<file path="config.mk">
export PLATFORM = sky130hd
export DESIGN_NAME = lhm_motion
export DESIGN_NICKNAME = d
export VERILOG_FILES = /design/src/hdl/lhm_pkg.sv /design/src/hdl/lhm_motion.sv /design/src/hdl/lhm_tick_gen.sv /design/src/hdl/lhm_step_timer.sv
export SDC_FILE = /design/constraint.sdc
export NUM_CORES = 1
export LEC_CHECK = 0
export BUFFER_PORTS_ARGS = -buffer_cell sky130_fd_sc_hd__buf_2
export CORE_MARGIN = 10
export CORE_UTILIZATION = 43
export DETAILED_ROUTE_END_ITERATION = 10
export PLACE_DENSITY_LB_ADDON = 0.3
export SLEW_MARGIN = 30
export SYNTH_ARGS = -nofsm -noshare
export SYNTH_HDL_FRONTEND = slang
export SYNTH_SLANG_ARGS = --single-unit
</file>
<file path="constraint.sdc">
create_clock -name mclk -period 5.41 [get_ports mclk]
set_input_delay 0.8115 -clock mclk [delete_from_list [all_inputs] [get_ports mclk]]
set_output_delay 0.8115 -clock mclk [all_outputs]
set_load 0.02 [all_outputs]
</file>
<file path="src/hdl/lhm_pkg.sv">
// Package of constants and types for the limit and home motion block
`default_nettype none
package lhm_pkg;
    // Command codes
    localparam logic [7:0] CMD_HIGH_SPEED = 8'h06;
    localparam logic [7:0] CMD_BASE_POINT = 8'h07;
    localparam logic [7:0] CMD_MAX = 8'h0c;
    // Result codes
    localparam logic [3:0] RES_OK = 4'h0;
    localparam logic [3:0] RES_BUSY = 4'h1;
    localparam logic [3:0] RES_UNINIT_A = 4'h2;
    localparam logic [3:0] RES_UNINIT_B = 4'h3;
    localparam logic [3:0] RES_BAD_CMD = 4'h4;
    localparam logic [3:0] RES_HW_FAULT = 4'h5;
    localparam logic [3:0] RES_BAD_COUNT = 4'h6;
    localparam logic [3:0] RES_BAD_CHAN = 4'ha;
    localparam logic [3:0] RES_BAD_RATE = 4'hb;
    // Parameter ranges
    localparam logic [7:0] RATE_MIN = 8'h14;
    localparam logic [7:0] RATE_MAX = 8'hff;
    localparam logic [31:0] COUNT_LIMIT = 32'h00ff_ffff;
    // Clock sources
    localparam logic [1:0] SRC_INTERNAL = 2'h0;
    localparam logic [1:0] SRC_ONBOARD = 2'h1;
    localparam logic [1:0] SRC_EXTERNAL = 2'h2;
    // Base tick rates in Hz and their periods in mclk cycles
    localparam int CLK_HZ = 100_000_000;
    localparam int INT_TICK_HZ = 12_500;
    localparam int ONB_TICK_HZ = 100_000;
    localparam int INT_TICK_CYC = CLK_HZ / INT_TICK_HZ;
    localparam int ONB_TICK_CYC = CLK_HZ / ONB_TICK_HZ;
    // Register offsets
    localparam logic [3:0] REG_CMD = 4'h0;
    localparam logic [3:0] REG_STEPS = 4'h1;
    localparam logic [3:0] REG_RATE = 4'h2;
    localparam logic [3:0] REG_CFG = 4'h3;
    localparam logic [3:0] REG_RESULT = 4'h4;
    localparam logic [3:0] REG_FINISH = 4'h5;
    localparam logic [3:0] REG_PROFILE = 4'h6;
    localparam logic [3:0] REG_DIVIDER = 4'h7;
    // Finish status bit positions
    localparam int FIN_INNER_BIT = 3;
    localparam int FIN_OUTER_BIT = 4;
    localparam int FIN_BASE_BIT = 5;
    localparam int FIN_DONE_BIT = 7;
    // Profile reset values
    localparam logic [7:0] PROF_START_RST = 8'hc8;
    localparam logic [7:0] PROF_TOP_RST = 8'h14;
    localparam logic [7:0] PROF_SLOPE_RST = 8'h04;
    // Motion states
    typedef enum logic [1:0] {
        ST_IDLE = 2'b00,
        ST_ACCEL = 2'b01,
        ST_DECEL = 2'b10,
        ST_CONST = 2'b11
    } lhm_state_e;
endpackage
`default_nettype wire

</file>
<file path="src/hdl/lhm_motion.sv">
// Homing command executor: high-speed move to inner limit, constant-speed base seek
//
// The strobed register port and the placing of the registers were chosen for this implementation.
`default_nettype none
module lhm_motion
    import lhm_pkg::*;
(
    // Clock and reset
    input wire logic mclk,
    input wire logic sys_rst,
    // Register port
    input wire logic [3:0] reg_addr,
    input wire logic [31:0] reg_wdata,
    input wire logic reg_wr,
    input wire logic reg_rd,
    output logic [31:0] reg_rdata,
    // Switch inputs, high when asserted
    input wire logic outer_limit_cw,
    input wire logic outer_limit_ccw,
    input wire logic inner_limit_cw,
    input wire logic inner_limit_ccw,
    input wire logic base_point_switch,
    input wire logic motor_power_fail,
    input wire logic ext_clk_in,
    // Motor drive
    output logic step_out,
    output logic dir_ccw_out,
    output logic busy_out
);
    lhm_state_e state_q; // Motion state
    logic [31:0] steps_q; // Signed step count staging
    logic [7:0] rate_q; // Step rate divisor staging
    logic [7:0] chan_q; // Channel select staging
    logic [1:0] src_q; // Clock source select
    logic init_a_q, init_b_q; // Channel initialized flags
    logic [7:0] prof_start_q, prof_top_q, prof_slope_q; // Stored profile
    logic [7:0] divider_q; // On-board divider ratio
    logic [7:0] run_rate_q; // Divisor loaded by the last started base seek
    logic [7:0] period_q; // Current step period
    logic [7:0] slope_cnt_q; // Steps between period changes
    logic dir_q; // 1 = counter-clockwise
    logic [3:0] result_q; // Last result code
    logic [7:0] finish_q; // Finish status byte
    logic fin_read_q; // One read of finish seen since done
    logic [2:0] last_cmd_q; // Low bits of last command
    logic [31:0] rdata_q; // Read data register
    logic step_q; // Registered step pulse
    logic busy_q; // Registered busy flag, one cycle behind the state
    logic tick, step_pulse;
    logic cmd_wr, go;
    logic [3:0] check_res;
    logic [7:0] cmd_code;
    logic inner_hit, outer_hit, base_hit;

    // Absolute value fits-in-range check for signed counts
    function automatic logic count_ok(input logic [31:0] v);
        logic [31:0] mag;
        mag = v[31] ? (~v + 32'h0000_0001) : v;
        count_ok = (mag <= COUNT_LIMIT);
    endfunction

    // Base tick source
    lhm_tick_gen u_tick (
        .mclk(mclk),
        .sys_rst(sys_rst),
        .src_sel(src_q),
        .divider_ratio(divider_q),
        .ext_clk_in(ext_clk_in),
        .tick(tick)
    );

    // Step timing
    lhm_step_timer u_timer (
        .mclk(mclk),
        .sys_rst(sys_rst),
        .run(state_q != ST_IDLE),
        .tick(tick),
        .period(period_q),
        .step(step_pulse)
    );

    assign cmd_wr = reg_wr && (reg_addr == REG_CMD);
    assign cmd_code = reg_wdata[7:0];

    // Direction-aware limit decode
    assign inner_hit = dir_q ? inner_limit_ccw : inner_limit_cw;
    assign outer_hit = dir_q ? outer_limit_ccw : outer_limit_cw;
    assign base_hit = base_point_switch;

    // Parameter checks in priority order
    always_comb begin
        if (state_q != ST_IDLE) begin
            check_res = RES_BUSY;
        end else if (cmd_code > CMD_MAX) begin
            check_res = RES_BAD_CMD;
        end else if (motor_power_fail) begin
            check_res = RES_HW_FAULT;
        end else if (chan_q > 8'h01) begin
            check_res = RES_BAD_CHAN;
        end else if (chan_q == 8'h00 && !init_a_q) begin
            check_res = RES_UNINIT_A;
        end else if (chan_q == 8'h01 && !init_b_q) begin
            check_res = RES_UNINIT_B;
        end else if (!count_ok(steps_q)) begin
            check_res = RES_BAD_COUNT;
        end else if (cmd_code == CMD_BASE_POINT && rate_q < RATE_MIN) begin
            check_res = RES_BAD_RATE;
        end else begin
            check_res = RES_OK;
        end
    end
    assign go = cmd_wr && (check_res == RES_OK)
        && (cmd_code == CMD_HIGH_SPEED || cmd_code == CMD_BASE_POINT);

    // Staging and configuration registers
    always_ff @(posedge mclk) begin
        if (sys_rst) begin
            steps_q <= 32'h0000_0000;
            rate_q <= RATE_MAX;
            chan_q <= 8'h00;
            src_q <= SRC_INTERNAL;
            init_a_q <= 1'b0;
            init_b_q <= 1'b0;
            divider_q <= 8'h00;
        end else if (reg_wr) begin
            if (reg_addr == REG_STEPS) begin
                steps_q <= reg_wdata;
            end else if (reg_addr == REG_RATE) begin
                rate_q <= reg_wdata[7:0];
                chan_q <= reg_wdata[15:8];
            end else if (reg_addr == REG_CFG) begin
                src_q <= reg_wdata[1:0];
                init_a_q <= reg_wdata[4];
                init_b_q <= reg_wdata[5];
            end else if (reg_addr == REG_DIVIDER) begin
                divider_q <= reg_wdata[7:0];
            end
        end
    end

    // Stored profile only changes by its own register
    always_ff @(posedge mclk) begin
        if (sys_rst) begin
            prof_start_q <= PROF_START_RST;
            prof_top_q <= PROF_TOP_RST;
            prof_slope_q <= PROF_SLOPE_RST;
        end else if (reg_wr && reg_addr == REG_PROFILE) begin
            prof_start_q <= reg_wdata[7:0];
            prof_top_q <= reg_wdata[15:8];
            prof_slope_q <= reg_wdata[23:16];
        end
    end

    // Motion state machine
    always_ff @(posedge mclk) begin
        if (sys_rst) begin
            state_q <= ST_IDLE;
            dir_q <= 1'b0;
            run_rate_q <= RATE_MAX;
            period_q <= RATE_MAX;
            slope_cnt_q <= 8'h00;
        end else begin
            case (state_q)
                ST_IDLE: begin
                    if (go) begin
                        dir_q <= steps_q[31];
                        slope_cnt_q <= 8'h00;
                        if (cmd_code == CMD_HIGH_SPEED) begin
                            state_q <= ST_ACCEL;
                            period_q <= prof_start_q;
                        end else begin
                            state_q <= ST_CONST;
                            run_rate_q <= rate_q;
                            period_q <= rate_q;
                        end
                    end
                end
                ST_ACCEL: begin
                    if (outer_hit) begin
                        state_q <= ST_IDLE;
                    end else if (inner_hit) begin
                        state_q <= ST_DECEL;
                        slope_cnt_q <= 8'h00;
                    end else if (step_pulse) begin
                        if (slope_cnt_q + 8'h01 >= prof_slope_q) begin
                            slope_cnt_q <= 8'h00;
                            if (period_q > prof_top_q) begin
                                period_q <= period_q - 8'h01;
                            end
                        end else begin
                            slope_cnt_q <= slope_cnt_q + 8'h01;
                        end
                    end
                end
                ST_DECEL: begin
                    if (outer_hit || period_q >= prof_start_q) begin
                        state_q <= ST_IDLE;
                    end else if (step_pulse) begin
                        if (slope_cnt_q + 8'h01 >= prof_slope_q) begin
                            slope_cnt_q <= 8'h00;
                            period_q <= period_q + 8'h01;
                        end else begin
                            slope_cnt_q <= slope_cnt_q + 8'h01;
                        end
                    end
                end
                ST_CONST: begin
                    if (base_hit || outer_hit) begin
                        state_q <= ST_IDLE;
                    end
                end
                default: state_q <= ST_IDLE;
            endcase
        end
    end

    // Result code of each command write
    always_ff @(posedge mclk) begin
        if (sys_rst) begin
            result_q <= RES_OK;
        end else if (cmd_wr) begin
            result_q <= check_res;
        end
    end

    // Finish status: stop cause bits and done flag
    always_ff @(posedge mclk) begin
        if (sys_rst) begin
            finish_q <= 8'h00;
            fin_read_q <= 1'b0;
            last_cmd_q <= 3'h0;
        end else if (go) begin
            finish_q <= 8'h00;
            fin_read_q <= 1'b0;
            last_cmd_q <= cmd_code[2:0];
        end else if ((state_q == ST_ACCEL || state_q == ST_DECEL) && outer_hit) begin
            finish_q[FIN_OUTER_BIT] <= 1'b1;
            finish_q[FIN_DONE_BIT] <= 1'b1;
        end else if (state_q == ST_DECEL && period_q >= prof_start_q) begin
            finish_q[FIN_INNER_BIT] <= 1'b1;
            finish_q[FIN_DONE_BIT] <= 1'b1;
        end else if (state_q == ST_CONST && (base_hit || outer_hit)) begin
            finish_q[FIN_BASE_BIT] <= base_hit;
            finish_q[FIN_OUTER_BIT] <= !base_hit;
            finish_q[FIN_DONE_BIT] <= 1'b1;
        end else if (reg_rd && reg_addr == REG_FINISH && finish_q[FIN_DONE_BIT]) begin
            if (fin_read_q) begin
                finish_q[FIN_DONE_BIT] <= 1'b0;
            end
            fin_read_q <= !fin_read_q;
        end
    end

    // Read data, one cycle after the strobe
    always_ff @(posedge mclk) begin
        if (sys_rst) begin
            rdata_q <= 32'h0000_0000;
        end else if (reg_rd) begin
            if (reg_addr == REG_STEPS) begin
                rdata_q <= steps_q;
            end else if (reg_addr == REG_RATE) begin
                rdata_q <= {16'h0000, chan_q, rate_q};
            end else if (reg_addr == REG_CFG) begin
                rdata_q <= {26'h0, init_b_q, init_a_q, 2'h0, src_q};
            end else if (reg_addr == REG_RESULT) begin
                rdata_q <= {27'h0, state_q != ST_IDLE, result_q};
            end else if (reg_addr == REG_FINISH) begin
                rdata_q <= {24'h0, finish_q[7:3], last_cmd_q};
            end else if (reg_addr == REG_PROFILE) begin
                rdata_q <= {8'h00, prof_slope_q, prof_top_q, prof_start_q};
            end else if (reg_addr == REG_DIVIDER) begin
                rdata_q <= {24'h0, divider_q};
            end else begin
                rdata_q <= 32'h0000_0000;
            end
        end else begin
            rdata_q <= 32'h0000_0000;
        end
    end

    // Registered motor outputs
    always_ff @(posedge mclk) begin
        if (sys_rst) begin
            step_q <= 1'b0;
            busy_q <= 1'b0;
        end else begin
            step_q <= step_pulse;
            busy_q <= (state_q != ST_IDLE);
        end
    end

    assign reg_rdata = rdata_q;
    assign step_out = step_q;
    assign dir_ccw_out = dir_q;
    assign busy_out = busy_q;

    // Busy command gets code 1 next cycle
    a_busy_refuse: assert property (@(posedge mclk) disable iff (sys_rst)
        (cmd_wr && state_q != ST_IDLE) |=> (result_q == RES_BUSY
        && (state_q == $past(state_q) || state_q == ST_IDLE || state_q == ST_DECEL)))
        else $error("busy command not refused");
    // Bad rate on base command gives 11
    a_rate_range: assert property (@(posedge mclk) disable iff (sys_rst)
        (cmd_wr && state_q == ST_IDLE && cmd_code == CMD_BASE_POINT && check_res == RES_BAD_RATE)
        |=> (result_q == 4'hb && state_q == ST_IDLE))
        else $error("bad divisor accepted");
    // Bad channel gives 10
    a_chan_check: assert property (@(posedge mclk) disable iff (sys_rst)
        (cmd_wr && state_q == ST_IDLE && cmd_code <= CMD_MAX && !motor_power_fail && chan_q > 8'h01)
        |=> result_q == 4'ha)
        else $error("bad channel not reported");
    // Inner limit leads to deceleration
    a_inner_decel: assert property (@(posedge mclk) disable iff (sys_rst)
        (state_q == ST_ACCEL && !outer_hit && inner_hit) |=> state_q == ST_DECEL)
        else $error("no decel on inner limit");
    // Base seek stops on switch, records cause
    a_base_stop: assert property (@(posedge mclk) disable iff (sys_rst)
        (state_q == ST_CONST && base_hit) |=> (state_q == ST_IDLE && finish_q[5] && finish_q[7]))
        else $error("base point stop wrong");
    // Outer limit stop in base seek sets bit 4
    a_outer_stop: assert property (@(posedge mclk) disable iff (sys_rst)
        (state_q == ST_CONST && !base_hit && outer_hit) |=> (state_q == ST_IDLE && finish_q[4]))
        else $error("outer stop wrong");
    // Direction follows count sign
    a_dir_sign: assert property (@(posedge mclk) disable iff (sys_rst)
        go |=> dir_ccw_out == $past(steps_q[31]))
        else $error("direction not from sign");
    // Profile start and top untouched by a started command
    a_prof_keep: assert property (@(posedge mclk) disable iff (sys_rst)
        (go && !(reg_wr && reg_addr == REG_PROFILE)) |=> $stable(prof_top_q) && $stable(prof_start_q))
        else $error("profile overwritten");
endmodule
`default_nettype wire

</file>
<file path="src/hdl/lhm_tick_gen.sv">
// Base tick generator selecting internal, on-board or external rate source
`default_nettype none
module lhm_tick_gen
    import lhm_pkg::*;
(
    // Clock and reset
    input wire logic mclk,
    input wire logic sys_rst,
    // Source selection
    input wire logic [1:0] src_sel,
    input wire logic [7:0] divider_ratio,
    input wire logic ext_clk_in,
    // Base tick out
    output logic tick
);
    logic [15:0] pre_q; // Prescale count
    logic [7:0] div_q; // On-board divider count
    logic ext_s1_q, ext_s2_q, ext_s3_q; // External edge detect
    logic onb_tick; // Prescaler tick: 100 kHz, or 12.5 kHz with the internal source

    // Prescaler toward the internal or on-board base rate
    always_ff @(posedge mclk) begin
        if (sys_rst) begin
            pre_q <= 16'h0000;
        end else if (src_sel == SRC_INTERNAL) begin
            pre_q <= (pre_q >= 16'(INT_TICK_CYC - 1)) ? 16'h0000 : pre_q + 16'h0001;
        end else begin
            pre_q <= (pre_q >= 16'(ONB_TICK_CYC - 1)) ? 16'h0000 : pre_q + 16'h0001;
        end
    end
    assign onb_tick = (pre_q == 16'h0000);

    // On-board divider: compares to live ratio so rewrites act at once
    always_ff @(posedge mclk) begin
        if (sys_rst) begin
            div_q <= 8'h00;
        end else if (onb_tick) begin
            div_q <= (div_q >= divider_ratio) ? 8'h00 : div_q + 8'h01;
        end
    end

    // External clock rising edge detection
    always_ff @(posedge mclk) begin
        if (sys_rst) begin
            ext_s1_q <= 1'b0;
            ext_s2_q <= 1'b0;
            ext_s3_q <= 1'b0;
        end else begin
            ext_s1_q <= ext_clk_in;
            ext_s2_q <= ext_s1_q;
            ext_s3_q <= ext_s2_q;
        end
    end

    // Select tick per source
    always_comb begin
        case (src_sel)
            SRC_INTERNAL: tick = onb_tick;
            SRC_ONBOARD: tick = onb_tick && (div_q == 8'h00);
            SRC_EXTERNAL: tick = ext_s2_q && !ext_s3_q;
            default: tick = 1'b0;
        endcase
    end
endmodule
`default_nettype wire

</file>
<file path="src/hdl/lhm_step_timer.sv">
// Step interval timer: one step pulse every period base ticks
`default_nettype none
module lhm_step_timer
    import lhm_pkg::*;
(
    // Clock and reset
    input wire logic mclk,
    input wire logic sys_rst,
    // Control
    input wire logic run,
    input wire logic tick,
    input wire logic [7:0] period,
    // Step pulse
    output logic step
);
    logic [7:0] cnt_q; // Ticks since last step

    // Count base ticks, step when period reached
    always_ff @(posedge mclk) begin
        if (sys_rst || !run) begin
            cnt_q <= 8'h00;
        end else if (tick) begin
            cnt_q <= (cnt_q + 8'h01 >= period) ? 8'h00 : cnt_q + 8'h01;
        end
    end
    assign step = run && tick && (cnt_q + 8'h01 >= period);
endmodule
`default_nettype wire

</file>
# After elaboration in Yosys (flattened, before gate mapping)
# Cells that the tools add are included.
# totals
register_bits,184
input_bits,47
output_inout_bits,35
word_cells,195
# classes
add_sub_neg,7
order_cmp,11
n_eq_ne,28
muxes,57
bitwise,8
n_reduce_logical,54
# op_table
op,count
2-to-1 mux 8 bit,19
2-to-1 mux 24 bit,5
2-to-1 mux 32 bit,2
2-to-1 mux 16 bit,3
one-hot mux 8 bit (3 select lines),2
adder 32 x 1 -> 32 bit (second input constant),1
adder 8 x 1 -> 8 bit (second input constant),4
>= comparator 8 bit,4
less-or-equal comparator 32 x 24 -> 1 bit (second input constant),1
2-to-1 mux 4 bit,8
NOT 32 bit,1
inequality test 2 bit (second input constant),12
adder 16 x 1 -> 16 bit (second input constant),1
== test 4 x 3 -> 1 bit (second input constant),4
== test 8 x 3 -> 1 bit (second input constant),2
>= comparator 16 x 10 -> 1 bit (second input constant),1
>= comparator 16 x 13 -> 1 bit (second input constant),1
logical AND 1 bit,16
logical NOT 16 bit,1
logical NOT 8 bit,2
AND reduction 4 bit,4
2-to-1 mux 2 bit,6
2-to-1 mux 1 bit,10
AND reduction 10 bit,1
25 further kinds,54

# Longest topological paths before layout
# depth
ltp_word,16
mapped_depth,15
mapped_depth_nobuf,13

# Cells and area by module
# A second synthesis with hierarchy kept.
# hier_totals
hier_cells,1174
hier_area_um2,9645.5
# modules_own_cells
mod,instances,cells_per_inst,area_each_um2,seq_area_each_um2
lhm_motion,1,923,7500.9,2982.9
lhm_tick_gen,1,176,1442.6,540.5
lhm_step_timer,1,75,701.9,160.2

# Least setup slack after synthesis
# No wires, ideal clock.
# synth_timing
path_type,register to register
start,register u_timer.cnt_q[2]
end,register period_q[0]
setup_ns,0.120
t_arrival_ns,2.774
required_time_ns,5.290
path_slack_ns,2.516
stages_incl_launch_ff,15
n_path_buf,2
synth_period_minus_slack_ns,2.894
cell_sequence,dfxtp_1 and3_1 and3_1 xor2_1 ha_1 a2111oi_0 nand2_1 a21oi_1 nor3_1 buf_2 nand3_1 a22oi_4 and2_4 buf_12 a211o_1
# synth_between
elab_chain_len,5
elab_cells_between_ends,6
classes_between,add/sub (1); order compare (1); eq/ne (2); reduce/logical (2)
# synth_rtl
element,line,rtl
from (decl),lhm_step_timer.sv:16,logic [7:0] cnt_q;
from (signal assigned),lhm_step_timer.sv:23,cnt_q <= (cnt_q + 8'h01 >= period) ? 8'h00 : cnt_q + 8'h01;
adder 8 x 1 -> 8 bit *,lhm_step_timer.sv:26,assign step = run && tick && (cnt_q + 8'h01 >= period);
>= comparator 8 bit *,lhm_step_timer.sv:26,
logical AND 1 bit *,lhm_step_timer.sv:26,
inequality test 2 bit (no line),--,
AND reduction 10 bit (no line) *,--,
to (signal assigned),lhm_motion.sv:174,period_q <= rate_q;
to (signal assigned),lhm_motion.sv:188,period_q <= period_q - 8'h01;
to (signal assigned),lhm_motion.sv:201,period_q <= period_q + 8'h01;
to (decl),lhm_motion.sv:39,logic [7:0] period_q;
# Mark *: on every way between the ends. The rest lies on a longest branch, timed or not.
# A chain may end at the register's enable or synchronous reset.

# Final worst setup path
# layout_timing
start,input reg_wdata[4]
end,register period_q[4]
# layout_between
elab_chain_len,15
elab_cells_between_ends,21
classes_between,order compare (1); eq/ne (3); mux (11); reduce/logical (6)
# layout_rtl
element,line,rtl
from (decl),lhm_motion.sv:13,"input wire logic [31:0] reg_wdata,"
== test 8 x 3 -> 1 bit,"lhm_motion.sv:106, lhm_motion.sv:113",
logical AND 1 bit,lhm_motion.sv:106,end else if (cmd_code == CMD_BASE_POINT && rate_q < RATE_MIN) begin
2-to-1 mux 4 bit,lhm_motion.sv:106,
2-to-1 mux 4 bit,lhm_motion.sv:104,end else if (!count_ok(steps_q)) begin
2-to-1 mux 4 bit,lhm_motion.sv:102,end else if (chan_q == 8'h01 && !init_b_q) begin
2-to-1 mux 4 bit,lhm_motion.sv:100,end else if (chan_q == 8'h00 && !init_a_q) begin
2-to-1 mux 4 bit,lhm_motion.sv:98,end else if (chan_q > 8'h01) begin
2-to-1 mux 4 bit,lhm_motion.sv:96,end else if (motor_power_fail) begin
2-to-1 mux 4 bit,lhm_motion.sv:94,end else if (cmd_code > CMD_MAX) begin
2-to-1 mux 4 bit,lhm_motion.sv:92,if (state_q != ST_IDLE) begin
logical NOT 4 bit,lhm_motion.sv:112,assign go = cmd_wr && (check_res == RES_OK)
logical AND 1 bit,lhm_motion.sv:112,
logical AND 1 bit,lhm_motion.sv:113,&& (cmd_code == CMD_HIGH_SPEED || cmd_code == CMD_BASE_POINT);
inequality test 2 bit (no line),--,
AND reduction 10 bit (no line),--,
to (signal assigned),lhm_motion.sv:170,period_q <= prof_start_q;
to (signal assigned),lhm_motion.sv:174,
to (signal assigned),lhm_motion.sv:188,
# Several ways; a longest one is shown, not always the timed one. The select of a mux whose other input is x is not followed.

==> flow_metrics.py <==
metrics = {
    "yosys": {
        "synthMuxAreaShare_pct": 4.59,
        "async_flop_share_pct": 0,
        "synth_compound_area_share_pct": 16.9,
        "syn-cell-area_sq_um": 9570,
        "avgSynthCellArea_sq_um": 8.21,
        "synth-main-ff-cell": "dfxtp_1",
        "synth_area_leaders": "dfxtp_1, ha_1, nand2_1",
        "ys_seq_elements": 184,
        "synth_top_family_by_area": "simple AND/OR/NAND/NOR gates",
        "yosys_warnings": 0,
        "yosysSeqAreaShare_pct": 38.5,
        "synth-simple-area-share_pct": 22.7,
        "netlist_instances": 1165,
        "synth_edf_count": 0,
        "synth_top_area_cell": "dfxtp_1",
        "synthAdderAreaFrac_pct": 7.66,
        "synth_xor_area_share_pct": 3.57,
        "yosys.cell_types.count": 82,
        "synth_top_area_share_pct": 38.5,
    },
    "timing": {
        "max_slew.worst_pin.slew_ps": 929,
        "rsz0062_at_grt": "false",
        "fin_skew_ps": 9.43,
        "setup_ws_ps": 2110,
        "drv_slew": 0,
        "whs_ps": 455,
        "relSlewSlack_pct": 37.6,
        "fin_crit_sh_pct": 61.1,
        "min_period_ps": 3300,
        "hold_viol_final": 0,
        "setup_viol": 0,
        "max_freq_mhz": 303,
        "setup-tns-final_ps": 0,
    },
    "power_and_ir_drop": {
        "powerDensity_nw_per_um2": 262,
        "power.total_mw": 2.79,
        "peakVddDrop_mv": 0.203,
        "p_leak_nw": 4.11,
    },
    "cts": {
        "ctsRootBufferMaster": "clkbuf_16",
        "path_clk_slew_ps": 60,
        "post_cts_buffers": 0,
        "clockBufferDepth": 2,
        "cts_tree": "done",
        "cts_resized": 0,
        "cts_buffers": 17,
        "h-tree-depth": 4,
        "clock_latency_ps": 440,
        "clkSinkCount": 184,
        "hold_buffers": 0,
    },
    "layout": {
        "final_area_sq_um": 10600,
        "finalNonFillerCells": 1505,
        "synthToLayoutAreaGrowth_pct": 10.9,
        "utilization_pct": 48.5,
        "layout-drive-gt1-share_pct": 12.1,
        "fin_nets": 1318,
    },
    "route": {
        "wl_per_cell_um": 17.7,
        "drcViolationCount": 0,
        "drt-initial-drc-count": 866,
        "viasPerCell": 5.54,
        "first_pass_iters": 7,
        "finalWirelength_um": 26600,
        "drt.antenna.violating_nets": 0,
        "vias": 8343,
    },
    "grt": {
        "grt_pass1_wl_um": 42600,
        "gr-total-overflow": 0,
        "grt_max_degree": 68,
        "grt_pass1_vias": 7769,
        "grt.total_usage_pct": 18.3,
        "grt_antenna_before_repair": 1,
    },
    "setup_path": {
        "slowest_delay_ps": 560,
        "critPathRequiredTime_ps": 5760,
        "critPathKind": "input port to register",
        "cp_max_fo": 10,
        "end_kind": "register",
        "worstPathArrival_ps": 3660,
        "start_kind": "input port",
        "worstPathCellList": "buf_2 -> nor4_1 -> nand2_1 -> nor4_1 -> nand2_1 -> nor4b_2 -> o21a_1 -> and2_4 -> mux2i_1",
        "cpMaxStageDelayCell": "nor4_1",
        "regToRegSetupSlack_ps": 2130,
    },
    "placement": {
        "placed_area_sq_um": 10100,
        "hpwl_um": 19600,
        "globalplace.congestion": 0.950,
        "numPortBuffers": 81,
        "dp_slack_ps": 1820,
        "dp.cells": 1474,
    },
    "die": {
        "start_util_pct": 43.7,
        "pin_count": 82,
        "dieArea_sq_um": 28600,
        "rows": 54,
        "coreArea_sq_um": 21900,
        "die_x_um": 169,
        "die_h_um": 169,
    },
    "run_status": {
        "status": "complete, no violations",
    },
    "min_path": {
        "holdCritPathClass": "register to register",
    },
    "job": {
        "drv_cap": 0,
    },
}
## report_power, final
| part | switching, mW | leakage, nW | internal, mW | total [mW] |
|---|---|---|---|---|
| sequential | 0.0156 | 1.49 | 1.37 | 1.39 |
| clock | 0.536 | 0.265 | 0.631 | 1.17 |
| combinational | 0.149 | 2.36 | 0.0823 | 0.232 |
| total | 0.701 | 4.11 | 2.08 | 2.79 |
## synth_stat cells (3+ instances only)
master,number
buf_2,3
a21oi_1,102
a21o_1,6
and2_1,16
o32ai_1,4
a22o_1,8
nand3_1,28
nand4_1,7
o21ai_0,31
nor4_1,9
a31oi_1,4
o31ai_1,5
nor3b_1,4
nand3b_1,4
nor4b_1,3
mux2_2,5
buf_6,3
o21bai_1,5
nor2b_1,10
nor4_2,4
inv_1,71
dfxtp_1,184
o21a_1,7
a22oi_1,5
a211o_1,10
a222oi_1,10
and3_1,12
xnor2_1,17
nand2_1,181
clkbuf_1,46
o211ai_1,7
mux2i_1,36
a211oi_1,15
a2111oi_0,3
nand2b_1,7
xor2_1,22
ha_1,57
nor3_1,24
or3_1,3
nor2_1,138
## layout make-up
cell class	count	area (sq um)
multi-input cells	853	5340
diodes	1	2.50
repair buffers	86	445
fillers	2157	11300
clock buffers	19	433
flip-flops and latches	184	3680
well taps	280	350
inverters	71	267
clock inverters	11	100
## registers in the layout (all words and copies together), names as in the netlist, 4 cells and up
register	flops
divider_q	8
steps_q	32
prof_slope_q	8
chan_q	8
prof_top_q	8
u_timer.cnt_q	8
u_tick.div_q	8
reg_rdata	32
slope_cnt_q	8
result_q	4
prof_start_q	8
u_tick.pre_q	16
finish_q	4
period_q	8
rate_q	8
## placed cells by master (no fill, tap or decap), types with 11 or more instances in the layout
cell type,instances
nor2_1,137
inv_1,71
and2_1,16
xnor2_1,17
dfxtp_1,184
nand3_1,28
a21oi_1,101
and3_1,11
mux2i_1,36
nor3_1,23
clkbuf_16,17
xor2_1,22
buf_2,80
a211oi_1,15
ha_1,57
nand2_1,180
o21ai_0,31
## critical path: cells and delay by family
kind	cells	cell delay, ps
AOI/OAI and AO/OA	1	450
buffers and inverters	1	140
and+or+nand+nor	6	2010
muxes	1	230
## logic make-up after synthesis
logic type,count (synthesis)
other,1
buffers and inverters,130
muxes,42
xor gates and xnor gates,39
DFF,184
adders and majority gates,58
AOI/OAI and AO/OA,243
and+or+nand+nor,468
## final timing paths
check | startpoint | endpoint | cells past startpoint
worst max-delay path | reg_wdata[4] | period_q[4]$_SDFFE_PP1P_ | 9
worst min-delay path | u_tick.ext_s1_q$_SDFF_PP0_ | u_tick.ext_s2_q$_SDFF_PP0_ | 1
worst max register to register | steps_q[19]$_SDFFE_PP0P_ | period_q[4]$_SDFFE_PP1P_ | 8
worst min register to register | u_tick.ext_s1_q$_SDFF_PP0_ | u_tick.ext_s2_q$_SDFF_PP0_ | 1
## metal layers
layer,up-vias,wire [um],track usage (%)
met1,3928,12100,23.9
met4,0,594,6.08
met2,256,12300,29.3
li1,4121,-,-
met5,-,0,0
met3,38,1570,3.96
Power figures use the tool's default switching activity.
